==> src/inc/rlss_params.svh <==
// Constants for the radio line state sequencer: packet IDs, field positions, resets, timing
`ifndef RLSS_PARAMS_SVH
`define RLSS_PARAMS_SVH
// Packet identifiers (top byte)
`define RLSS_ID_OVERRIDE   8'h0f
`define RLSS_ID_FAST_SYNC  8'h16
`define RLSS_ID_SLOW_SYNC  8'h17
`define RLSS_ID_FAST_DATA  8'h18
`define RLSS_ID_SLOW_DATA  8'h19
`define RLSS_ID_SHUT_ONE   8'h1a
`define RLSS_ID_SHUT_TWO   8'h1b
// Field positions inside the 24-bit payload
`define RLSS_ALLOW_BIT     23
`define RLSS_PROBE_BIT     19
`define RLSS_PAT_HI        15
`define RLSS_PAT_LO        8
`define RLSS_LVL_HI        7
`define RLSS_LVL_LO        0
`define RLSS_FDWELL_HI     6
`define RLSS_SDWELL_HI     5
// Reset values
`define RLSS_PAT_RST       8'h00
`define RLSS_FDWELL_RST    7'h01
`define RLSS_SDWELL_RST    6'h01
// Timing: tick period and core clock rate
`define RLSS_TICK_US       625
`define RLSS_CLK_KHZ       10000
`define RLSS_TICK_CYC      ((`RLSS_TICK_US * `RLSS_CLK_KHZ) / 1000)
`endif

==> src/inc/rlss_pkg.sv <==
// Types shared by the radio line state sequencer
package rlss_pkg;
   typedef enum logic [3:0] {
      RLSS_IDLE      = 4'h0,
      RLSS_OFF       = 4'h1,
      RLSS_WARM      = 4'h2,
      RLSS_SYNC_SLOW = 4'h3,
      RLSS_SYNC_FAST = 4'h4,
      RLSS_DATA_SLOW = 4'h5,
      RLSS_DATA_FAST = 4'h6,
      RLSS_SHUT_ONE  = 4'h7,
      RLSS_SHUT_TWO  = 4'h8
   } rlss_state_e;
endpackage

==> src/core/rlss_top.sv <==
// Radio line state sequencer: active states, line override and shut-down sequence
`timescale 1ns/1ns
`include "rlss_params.svh"

module rlss_top #(
   parameter int TICK_CYCLES = `RLSS_TICK_CYC
) (
   // Clock and reset
   input  wire logic       core_clk_i,
   input  wire logic       rst_b_i,
   // Configuration packet port
   input  wire logic       pkt_valid_i,
   input  wire logic [7:0] pkt_id_i,
   input  wire logic [23:0] pkt_data_i,
   // Decoder core status and requests
   input  wire logic       decoder_enable_i,
   input  wire logic       rate_fast_i,
   input  wire logic       warmup_done_i,
   input  wire logic [7:0] warmup_lines_i,
   input  wire logic       sync_c_found_i,
   input  wire logic       resync_i,
   input  wire logic       rx_off_req_i,
   input  wire logic [7:0] off_pattern_i,
   input  wire logic       battery_low_in_i,
   // Receiver control lines
   output logic [7:0]      radio_ctrl_lines_o,
   output logic [7:0]      radio_ctrl_oe_o,
   // Status to the decoder core
   output logic            warmup_start_o,
   output logic            dwell_done_o,
   output logic            shutdown_busy_o,
   output logic            battery_sample_o,
   output logic            battery_low_o,
   output logic [3:0]      state_o
);

   // Elaboration check: a tick shorter than two cycles leaves the counter no room
   if (TICK_CYCLES < 2) begin : g_bad_tick
      $error("TICK_CYCLES must be at least 2");
   end

   localparam int TW = $clog2(TICK_CYCLES + 1);

   // Settings written by the host
   logic       fsync_probe, ssync_probe, fdata_probe, sdata_probe;
   logic [7:0] fsync_pat, ssync_pat, fdata_pat, sdata_pat;
   logic [6:0] fsync_dwell;
   logic       sd1_allow, sd2_allow, sd1_probe, sd2_probe;
   logic [7:0] sd1_pat, sd2_pat;
   logic [5:0] sd1_dwell, sd2_dwell;
   logic [7:0] ovr_en, ovr_lvl;

   // Sequencer state
   rlss_pkg::rlss_state_e state, next_state;
   logic          ever_on;
   logic          en_q;
   logic          warm_pend;
   logic [TW-1:0] tick_cnt;
   logic [6:0]    ticks;

   // Packet decode
   wire wr_ovr   = pkt_valid_i && (pkt_id_i == `RLSS_ID_OVERRIDE);
   wire wr_fsync = pkt_valid_i && (pkt_id_i == `RLSS_ID_FAST_SYNC);
   wire wr_ssync = pkt_valid_i && (pkt_id_i == `RLSS_ID_SLOW_SYNC);
   wire wr_fdata = pkt_valid_i && (pkt_id_i == `RLSS_ID_FAST_DATA);
   wire wr_sdata = pkt_valid_i && (pkt_id_i == `RLSS_ID_SLOW_DATA);
   wire wr_sd1   = pkt_valid_i && (pkt_id_i == `RLSS_ID_SHUT_ONE);
   wire wr_sd2   = pkt_valid_i && (pkt_id_i == `RLSS_ID_SHUT_TWO);
   wire       p_probe = pkt_data_i[`RLSS_PROBE_BIT];
   wire       p_allow = pkt_data_i[`RLSS_ALLOW_BIT];
   wire [7:0] p_pat   = pkt_data_i[`RLSS_PAT_HI:`RLSS_PAT_LO];
   wire [7:0] p_lvl   = pkt_data_i[`RLSS_LVL_HI:`RLSS_LVL_LO];
   wire [6:0] p_fdw   = pkt_data_i[`RLSS_FDWELL_HI:0];
   wire [5:0] p_sdw   = pkt_data_i[`RLSS_SDWELL_HI:0];

   // Register file; IDs outside the map are ignored
   always_ff @(posedge core_clk_i) begin
      if (!rst_b_i) begin
         {fsync_probe, ssync_probe, fdata_probe, sdata_probe} <= 4'h0;
         {fsync_pat, ssync_pat} <= {`RLSS_PAT_RST, `RLSS_PAT_RST};
         {fdata_pat, sdata_pat} <= {`RLSS_PAT_RST, `RLSS_PAT_RST};
         fsync_dwell <= `RLSS_FDWELL_RST;
         {sd1_allow, sd2_allow, sd1_probe, sd2_probe} <= 4'h0;
         {sd1_pat, sd2_pat} <= {`RLSS_PAT_RST, `RLSS_PAT_RST};
         sd1_dwell <= `RLSS_SDWELL_RST;
         sd2_dwell <= `RLSS_SDWELL_RST;
         ovr_en  <= 8'h00;
         ovr_lvl <= 8'h00;
      end else begin
         if (wr_fsync) {fsync_probe, fsync_pat, fsync_dwell} <= {p_probe, p_pat, p_fdw};
         if (wr_ssync) {ssync_probe, ssync_pat} <= {p_probe, p_pat};
         if (wr_fdata) {fdata_probe, fdata_pat} <= {p_probe, p_pat};
         if (wr_sdata) {sdata_probe, sdata_pat} <= {p_probe, p_pat};
         if (wr_sd1) {sd1_allow, sd1_probe, sd1_pat, sd1_dwell} <=
            {p_allow, p_probe, p_pat, p_sdw};
         if (wr_sd2) {sd2_allow, sd2_probe, sd2_pat, sd2_dwell} <=
            {p_allow, p_probe, p_pat, p_sdw};
         if (wr_ovr) {ovr_en, ovr_lvl} <= {p_pat, p_lvl};
      end
   end

   // Tick and dwell timing; both restart whenever the state changes
   wire state_chg = (next_state != state);
   wire tick      = (tick_cnt == TW'(TICK_CYCLES - 1));
   wire [6:0] sd1_lim  = (sd1_dwell == 6'h00) ? 7'h01 : {1'b0, sd1_dwell};
   wire [6:0] sd2_lim  = (sd2_dwell == 6'h00) ? 7'h01 : {1'b0, sd2_dwell};
   wire [6:0] fs_lim   = (fsync_dwell == 7'h00) ? 7'h01 : fsync_dwell;
   wire sd1_done = (ticks >= sd1_lim);
   wire sd2_done = (ticks >= sd2_lim);
   wire fs_done  = (ticks >= fs_lim);

   always_ff @(posedge core_clk_i) begin
      if (!rst_b_i || state_chg) begin
         tick_cnt <= '0;
         ticks    <= 7'h00;
      end else begin
         tick_cnt <= tick ? '0 : tick_cnt + TW'(1);
         if (tick && ticks != 7'h7f) ticks <= ticks + 7'h01;           // Saturates, never wraps
      end
   end

   // Condition terms of the sequencer
   wire en_rise  = decoder_enable_i && !en_q;
   wire is_on    = (state == rlss_pkg::RLSS_SYNC_SLOW) || (state == rlss_pkg::RLSS_SYNC_FAST)
                || (state == rlss_pkg::RLSS_DATA_SLOW) || (state == rlss_pkg::RLSS_DATA_FAST);
   wire go_down  = rx_off_req_i || !decoder_enable_i;
   wire sd_first = sd1_allow ? 1'b1 : 1'b0;
   // Only an enable rise seen during shut-down asks for warm-up afterwards;
   // an off request with enable still high must end in the off pattern
   wire wake     = warm_pend || en_rise;
   wire [3:0] st_sd_entry = sd_first ? rlss_pkg::RLSS_SHUT_ONE : rlss_pkg::RLSS_OFF;

   // Next state
   always_comb begin
      next_state = state;
      case (state)
         rlss_pkg::RLSS_IDLE, rlss_pkg::RLSS_OFF: begin
            if (en_rise) next_state = rlss_pkg::RLSS_WARM;
         end
         rlss_pkg::RLSS_WARM: begin
            if (go_down) next_state = rlss_pkg::rlss_state_e'(st_sd_entry);
            else if (warmup_done_i) next_state = rate_fast_i ?
               rlss_pkg::RLSS_SYNC_FAST : rlss_pkg::RLSS_SYNC_SLOW;
         end
         rlss_pkg::RLSS_SYNC_SLOW: begin
            if (go_down) next_state = rlss_pkg::rlss_state_e'(st_sd_entry);
            else if (sync_c_found_i) next_state = rlss_pkg::RLSS_DATA_SLOW;
            else if (rate_fast_i) next_state = rlss_pkg::RLSS_SYNC_FAST;
         end
         rlss_pkg::RLSS_SYNC_FAST: begin
            if (go_down) next_state = rlss_pkg::rlss_state_e'(st_sd_entry);
            else if (sync_c_found_i) next_state = rlss_pkg::RLSS_DATA_FAST;
            else if (!rate_fast_i) next_state = rlss_pkg::RLSS_SYNC_SLOW;
         end
         rlss_pkg::RLSS_DATA_SLOW, rlss_pkg::RLSS_DATA_FAST: begin
            if (go_down) next_state = rlss_pkg::rlss_state_e'(st_sd_entry);
            else if (resync_i) next_state = rate_fast_i ?
               rlss_pkg::RLSS_SYNC_FAST : rlss_pkg::RLSS_SYNC_SLOW;
         end
         rlss_pkg::RLSS_SHUT_ONE: begin
            if (sd1_done) next_state = sd2_allow ? rlss_pkg::RLSS_SHUT_TWO
               : (wake ? rlss_pkg::RLSS_WARM : rlss_pkg::RLSS_OFF);
         end
         rlss_pkg::RLSS_SHUT_TWO: begin
            if (sd2_done) next_state = wake ? rlss_pkg::RLSS_WARM
               : rlss_pkg::RLSS_OFF;
         end
         default: next_state = rlss_pkg::RLSS_IDLE;
      endcase
   end

   // A wake request seen during shut-down waits for its end
   wire in_shut = (state == rlss_pkg::RLSS_SHUT_ONE) || (state == rlss_pkg::RLSS_SHUT_TWO);
   wire shut_to_warm = in_shut && (next_state == rlss_pkg::RLSS_WARM);
   wire shut_to_off  = (state != next_state) && (next_state == rlss_pkg::RLSS_OFF);

   // Leaving a state whose probe bit is set samples the battery input
   logic probe_here;
   always_comb begin
      probe_here = 1'b0;
      case (state)
         rlss_pkg::RLSS_SYNC_FAST: probe_here = fsync_probe;
         rlss_pkg::RLSS_SYNC_SLOW: probe_here = ssync_probe;
         rlss_pkg::RLSS_DATA_FAST: probe_here = fdata_probe;
         rlss_pkg::RLSS_DATA_SLOW: probe_here = sdata_probe;
         rlss_pkg::RLSS_SHUT_ONE:  probe_here = sd1_probe;
         rlss_pkg::RLSS_SHUT_TWO:  probe_here = sd2_probe;
         default:                  probe_here = 1'b0;
      endcase
   end
   wire take_batt = probe_here && state_chg;

   // Internal line pattern of the present state
   logic [7:0] int_lines;
   always_comb begin
      int_lines = off_pattern_i;
      case (state)
         rlss_pkg::RLSS_WARM:      int_lines = warmup_lines_i;
         rlss_pkg::RLSS_SYNC_FAST: int_lines = fsync_pat;
         rlss_pkg::RLSS_SYNC_SLOW: int_lines = ssync_pat;
         rlss_pkg::RLSS_DATA_FAST: int_lines = fdata_pat;
         rlss_pkg::RLSS_DATA_SLOW: int_lines = sdata_pat;
         rlss_pkg::RLSS_SHUT_ONE:  int_lines = sd1_pat;
         rlss_pkg::RLSS_SHUT_TWO:  int_lines = sd2_pat;
         default:                  int_lines = off_pattern_i;
      endcase
   end

   // Per-line override mux, one copy per control line
   logic [7:0] next_lines, next_oe;
   genvar gi;
   generate
      for (gi = 0; gi < 8; gi++) begin : g_line
         assign next_lines[gi] = ovr_en[gi] ? ovr_lvl[gi] : int_lines[gi];
         assign next_oe[gi]    = ovr_en[gi] || ever_on;
      end
   endgenerate

   // Sequencer registers
   always_ff @(posedge core_clk_i) begin
      if (!rst_b_i) begin
         state     <= rlss_pkg::RLSS_IDLE;
         en_q      <= 1'b0;
         ever_on   <= 1'b0;
         warm_pend <= 1'b0;
      end else begin
         state   <= next_state;
         en_q    <= decoder_enable_i;
         ever_on <= ever_on || en_rise;
         if (shut_to_warm || shut_to_off) warm_pend <= 1'b0;
         else if (in_shut && en_rise) warm_pend <= 1'b1;
      end
   end

   // Output registers
   always_ff @(posedge core_clk_i) begin
      if (!rst_b_i) begin
         radio_ctrl_lines_o <= 8'h00;
         radio_ctrl_oe_o    <= 8'h00;
         warmup_start_o     <= 1'b0;
         dwell_done_o       <= 1'b0;
         battery_sample_o   <= 1'b0;
         battery_low_o      <= 1'b0;
      end else begin
         radio_ctrl_lines_o <= next_lines;
         radio_ctrl_oe_o    <= next_oe;
         warmup_start_o     <= state_chg && (next_state == rlss_pkg::RLSS_WARM);
         dwell_done_o       <= (state == rlss_pkg::RLSS_SYNC_FAST) && !state_chg && fs_done;
         battery_sample_o   <= take_batt;
         if (take_batt) battery_low_o <= battery_low_in_i;
      end
   end

   assign shutdown_busy_o = in_shut;
   assign state_o         = state;
endmodule // rlss_top

==> config.mk <==
export PLATFORM = sky130hd
export DESIGN_NAME = rlss_top
export DESIGN_NICKNAME = d
export VERILOG_FILES = /design/src/inc/rlss_pkg.sv /design/src/core/rlss_top.sv
export VERILOG_INCLUDE_DIRS = /design/src /design/src/inc
export SDC_FILE = /design/constraint.sdc
export NUM_CORES = 1
export LEC_CHECK = 0
export ABC_AREA = 1
export ABC_CLOCK_PERIOD_IN_PS = 2500
export CORE_AREA = 2 2 112 114
export CTS_CLUSTER_SIZE = 16
export DETAILED_ROUTE_END_ITERATION = 8
export DIE_AREA = 0 0 114 116
export DONT_BUFFER_PORTS = 1
export PLACE_DENSITY = 0.76
export SETUP_SLACK_MARGIN = 0.3
export SLEW_MARGIN = 5
export SYNTH_ARGS = -nofsm -noshare
export SYNTH_HDL_FRONTEND = slang
export SYNTH_SLANG_ARGS = --single-unit
==> constraint.sdc <==
create_clock -name core_clk_i -period 2.5 [get_ports core_clk_i]
set_input_delay 0.375 -clock core_clk_i [delete_from_list [all_inputs] [get_ports core_clk_i]]
set_output_delay 0.375 -clock core_clk_i [all_outputs]
set_load 0.005 [all_outputs]
==> flow_summary.toml, run 1 <==
[clock_network]
cts_buffers = 17
cts_tree = "yes"
cts_buffer_depth = 2
clock-sinks = 138
clock-root-buffer = "clkbuf_16"
cts-htree-levels = 4
clk_pin_slew_ps = 60
holdBufCountCts = 0
clock_latency_ps = 420

[critical_path]
rr_worst_depth = 17
timing.rr.start = "sd1_dwell[4]$_SDFFE_PN0P_"
crit_slowest_cell = "dfxtp_2"
critPathRequiredTime_ps = 2860
crit_arrival_ps = 2630
path_cells = "nor3_2 > a31o_2 > ha_4 > inv_2 > nand2_1 > nand2_1 > nand2_1 > nand2_2 > nand2_2 > nand3_1 > nand2_1 > nor2_1 > nor2_1 > nand3_4 > clkinv_4 > nand3b_4 > nor2_2"
crit_path_max_fanout = 7
endpoint_kind = "register"
critical_path_class = "register to register"
worst-r2r-setup-slack_ps = 230
cp-start-kind = "register"
critPathLaunch = "sd1_dwell[4]$_SDFFE_PN0P_"
cp_num_buf_inv = 2
critPathMostFrequentCell = "nand2_1"
cpLargestDelayFamily = "simple AND/OR/NAND/NOR gates"
slowest_delay_ps = 340
worst-path-stages = 17

[die]
fp.coreArea_um2 = 11900
fp.dieH_um = 116
fp.dieW_um = 114
rows = 40
start_util_pct = 54.3
die_area_um2 = 13200
ios = 83

[sta]
setup_violations = 0
post-route-period-util_pct = 90.6
skew_ps = 7.17
relSlewSlack_pct = 61.5
clock.fmax_mhz = 441
maxSlewViolCount = 0
finalHoldViolations = 0
worst_slew_pin_slew_ps = 576
rsz0062_at_grt = "yes"
fin_hold_ws_ps = 54.8
min_period_ps = 2270
finalSetupTns_ps = 0

[min_path]
hp-class = "primary input to register"
whs_path_depth = 2
hold_start = "decoder_enable_i"

[cells_and_area]
multiInputGateArea_um2 = 3200
fin_util_pct = 62.8
layout-drive-gt1-share_pct = 14.6
insertedDiodeCount = 0
ff_latch_area_um2 = 2770
nets = 958
fillCellCount = 1014
area_growth_pct = 15.6
fin_area_um2 = 7480

[route]
drtIter0Drc = 485
first_pass_iters = 6
via_per_inst = 5.53
num_vias = 5739
drc = 0
ant_nets = 0
routedWlPerCell_um = 15.8
wirelength_um = 16400

[power_and_ir_drop]
p_int_uw = 4000
total_power_uw = 5170
seq_power_share_pct = 43.6
clock_power_share_pct = 49.9
power_frac_comb_pct = 6.5
peakVddDrop_uv = 431
switchingPower_uw = 1180
power_leakage_uw = 0.00307
power_density_nw_per_um2 = 692
p_sw_share_pct = 22.7

[synthesis]
synth_top_flop_cell = "dfxtp_1"
ys_types = 45
synth_area_leaders = "dfxtp_1 43%, inv_1 7.5%, nand2_1 7.3%"
synthCells = 867
syn_nets = 947
synth.most_common_cell = "dfxtp_1"
synth-async-reset-ratio_pct = 0
syn_area_um2 = 6470
ys_warn_count = 0
yosysSeqAreaShare_pct = 42.7
avgSynthCellArea_um2 = 7.46
ys_seq_elements = 138
synth_edf_count = 0
synth_common_cells = "138 x dfxtp_1, 130 x inv_1, 125 x nand2_1"
synth_top_area_share_pct = 42.7
synth_top_area_cell = "dfxtp_1"

[grt]
grtUsageTotal_pct = 26.0
first_global_vias = 5531
grt_pass1_wl_um = 26900
overflow = 0
antenna_found_initial = 0
grt_max_degree = 74

[placed_design]
gp_congestion = 0.890
placed_area_um2 = 6660
io_buffers = 0
hpwl_um = 11100

[flow_run]
cap_violations = 0

[status]
status = "complete, no violations"
logic make-up (layout without fill, tap and decap cells):
group                      Yosys count  count (layout)  synth area share [%]
and+or+nand+nor                    298             299                  21.0
AOI/OAI and AO/OA                  223             223                  19.8
buffers and inverters              171             194                  10.2
DFF                                138             138                  42.7
adders and majority gates           22              22                  4.26
xor gates and xnor gates            15              15                  2.03
worst paths after layout:
check,to
setup / recovery,tick_cnt[8]$_SDFF_PP0_
hold / removal,en_q$_SDFF_PN0_
setup reg to reg,tick_cnt[8]$_SDFF_PP0_
hold reg to reg,fdata_pat[1]$_SDFFE_PN0P_
layout by cell type (no fill, tap or decap), types with 3 or more instances in the layout:
cell type and count:
nand2_2 11, inv_1 124, o211ai_1 10, dfxtp_2 9
xor2_1 10, o22ai_1 5, buf_4 24, clkbuf_16 17
clkinv_4 3, inv_2 12, a211oi_1 25, clkbuf_8 3
ha_1 20, a21oi_1 89, nor2_4 6, dfxtp_1 129
clkbuf_1 3, nor3_1 9, nand2_4 4, nor2_1 78
nor4_2 3, nand3_1 28, nor3_2 3, nand2_1 116
xnor2_1 5, nand3_2 3, a32o_1 3, o21ai_0 73
nand4_1 15, nor2_2 12, bufinv_16 3, a221oi_1 5
sequential cells by signal, indices dropped and copies added (netlist names), 4 cells and up:
register	flops
ovr_lvl	8
sd2_pat	8
sd1_pat	8
fdata_pat	8
ticks	7
ovr_en	8
sdata_pat	8
sd1_dwell	6
radio_ctrl_oe_o	8
state_o	4
fsync_dwell	7
radio_ctrl_lines_o	8
fsync_pat	8
tick_cnt	13
sd2_dwell	6
ssync_pat	8
final cells by class:
type / instances / area share, %
clock inverters: 9 / 1.82
multi-input cells: 559 / 42.8
well taps: 147 / 2.46
repair buffers: 24 / 2.41
inverters: 138 / 6.99
flip-flops and latches: 138 / 37.1
clock buffers: 23 / 6.39
power by group through the flow:
| stage | clock [uW] | sequential (uW) | combinational [uW] |
|---|---|---|---|
| finish | 2580 | 2260 | 335 |
| global route | 2720 | 2260 | 373 |
| CTS | 2610 | 2250 | 321 |
| detailed placement | 0 | 2300 | 279 |
| global placement | 0 | 2300 | 277 |
| floorplan | 0 | 2300 | 230 |
per-layer routing:
metal / vias to the layer above / track usage, % / part of all wire, %
li1: 2902 / - / -
met1: 2619 / 32.7 / 43
met2: 190 / 42.8 / 47
met3: 28 / 7.69 / 7.8
met4: 0 / 9.27 / 1.6
met5: - / 0 / 0
through the flow:
| step | instances | worst slack, ps |
|---|---|---|
| 6_report | 1038 | 234 |
| 5_1_grt | 1038 | 75.7 |
| 3_3_place_gp | 999 | 106 |
| 4_1_cts | 1037 | 270 |
| 3_5_place_dp | 999 | 73.8 |
| 2_1_floorplan | 867 | 348 |
repair_timing:
item                       4_1_cts  5_1_grt
buffers inserted                 5        1
hold endpoints to repair         0        0
gates resized for setup         36        9
gates cloned                     1        0
setup endpoints to repair       23       26
pin swaps                       18       17
Power figures use the tool's default switching activity.
==> inputs of run 2 (changes only) <==
--- a/config.mk
+++ b/config.mk
@@ -14,7 +14,7 @@
 export DIE_AREA = 0 0 114 116
 export DONT_BUFFER_PORTS = 1
 export PLACE_DENSITY = 0.76
-export SETUP_SLACK_MARGIN = 0.3
+export SETUP_SLACK_MARGIN = 0.2
 export SLEW_MARGIN = 5
 export SYNTH_ARGS = -nofsm -noshare
 export SYNTH_HDL_FRONTEND = slang
==> run 2 against run 1 <==
Net effect:
- design area about the same
- combinational power down 2%
- clock-buffer cell count unchanged
- maximum frequency down 1.9%
- clock skew about the same
- global-route usage down 0.056 points
- sequential power about the same
- wire length about the same
- critical path type unchanged
- largest cell class unchanged
==> flow_summary.toml, run 2 (synthesis results as in run 1) <==
[power_and_ir_drop]
power_leakage_uw = 0.00306
power_frac_comb_pct = 6.4
switchingPower_uw = 1180
p_int_uw = 3990
seq_power_share_pct = 43.6
clock_power_share_pct = 50.0
peakVddDrop_uv = 433
power_density_nw_per_um2 = 692
p_sw_share_pct = 22.8

[grt]
overflow = 0
antenna_found_initial = 0
first_global_vias = 5550
grt_pass1_wl_um = 26900
grt_max_degree = 74
grtUsageTotal_pct = 26.0

[clock_network]
clock-root-buffer = "clkbuf_16"
cts_buffer_depth = 2
clock-sinks = 138
cts_tree = "yes"
cts_buffers = 17
clk_pin_slew_ps = 60
holdBufCountCts = 0
clock_latency_ps = 420
cts-htree-levels = 4

[sta]
clock.fmax_mhz = 433
layout_setup_ws_ps = 190
post-route-period-util_pct = 92.4
finalSetupTns_ps = 0
setup_violations = 0
rsz0062_at_grt = "yes"
skew_ps = 7.04
relSlewSlack_pct = 61.1
finalHoldViolations = 0
worst_slew_pin_slew_ps = 584
min_period_ps = 2310
maxSlewViolCount = 0

[min_path]
whs_path_depth = 2
hp-class = "primary input to register"

[critical_path]
endpoint_kind = "register"
rr_worst_depth = 18
crit_path_max_fanout = 7
path_cells = "nor3_2 > a31o_2 > ha_4 > inv_1 > nand2_1 > nand2_1 > nand2_2 > nand2_4 > nand2_2 > nand2_1 > nand2_1 > nand2_2 > nand4_1 > nand2_2 > nand3_4 > clkinv_4 > nand3b_4 > nor2_2"
critPathRequiredTime_ps = 2860
crit_arrival_ps = 2670
critical_path_class = "register to register"
cp-start-kind = "register"
crit_slowest_cell = "dfxtp_2"
slowest_delay_ps = 330

[die]
fp.dieW_um = 114
rows = 40
start_util_pct = 54.3
die_area_um2 = 13200
ios = 83
fp.dieH_um = 116
fp.coreArea_um2 = 11900

[status]
status = "complete, no violations"

[route]
ant_nets = 0
wirelength_um = 16400
num_vias = 5763
first_pass_iters = 5
routedWlPerCell_um = 15.9
via_per_inst = 5.56
drtIter0Drc = 437
drc = 0

[flow_run]
cap_violations = 0

[cells_and_area]
fillCellCount = 1017
stdcell_count = 1036
multiInputGateArea_um2 = 3210
insertedDiodeCount = 0
nets = 956
area_growth_pct = 15.5
layout-drive-gt1-share_pct = 13.7
largest_register_ff_count = 13
ff_latch_area_um2 = 2770
final_cell_mix = "131 x dfxtp_1, 127 x inv_1, 115 x nand2_1"
mostFrequentLayoutCell = "dfxtp_1"
regMostFlops = "tick_cnt"

[placed_design]
hpwl_um = 11100
pre_cts_slack_ps = 73.8
io_buffers = 0
gp_congestion = 0.890
dp_cells = 999
[run 2: power by group through the flow]
stage	combinational (uW)	sequential (uW)	clock (uW)
3_5_place_dp	279	2300	0
6_report	329	2260	2590
4_1_cts	311	2250	2610
5_1_grt	367	2260	2720
3_3_place_gp	277	2300	0
2_1_floorplan	230	2300	0
[run 2: metrics by stage]
step	util [%]	hold slack (ps)	cell area (um2)	total power (uW)
final	62.7	51.8	7470	5170
after global routing	62.7	49.8	7470	5340
after CTS	61.7	37.8	7350	5180
after detailed placement	55.9	434	6660	2580
after global placement	55.9	432	6660	2580
after floorplan	-	424	6470	2530
[run 2: worst paths after layout]
kind                             startpoint  slack (ps)                   endpoint
setup reg to reg  sd1_dwell[5]$_SDFFE_PN0P_         190    tick_cnt[10]$_SDFF_PP0_
hold reg to reg   fdata_pat[1]$_SDFFE_PN0P_         450  fdata_pat[1]$_SDFFE_PN0P_
setup / recovery  sd1_dwell[5]$_SDFFE_PN0P_         190    tick_cnt[10]$_SDFF_PP0_
hold / removal             decoder_enable_i          50            en_q$_SDFF_PN0_
[run 2: worst max-delay path, delay by kind of cell, from the launching register on]
kind	cells	cell delay, ps
simple gates	14	1370
buf+inv	2	140
fa+ha+maj	1	190
compound gates	1	200
flops	1	330
[run 2: final cells by class]
type	count	area share, %
multi-input combinational	559	43.0
sequential	138	37.1
inverter	138	7.00
clock buffer	23	6.40
tap	147	2.46
timing repair buffer	22	2.21
clock inverter	9	1.83
[run 2: repair_timing]
item | CTS | global route
gates resized for setup | 12 | 29
pin swaps | 5 | 21
hold endpoints to repair | 0 | 0
cloned | 1 | 0
setup endpoints to repair | 21 | 25
setup buffers | 1 | 3
[run 2: routing by layer]
layer	wire (um)	track usage [%]	up-vias	share of wire (%)
met5	0	0	-	0
met2	7710	42.7	174	47
li1	-	-	2898	-
met3	1180	7.58	36	7.2
met1	7240	32.5	2655	44
met4	309	9.67	0	1.9
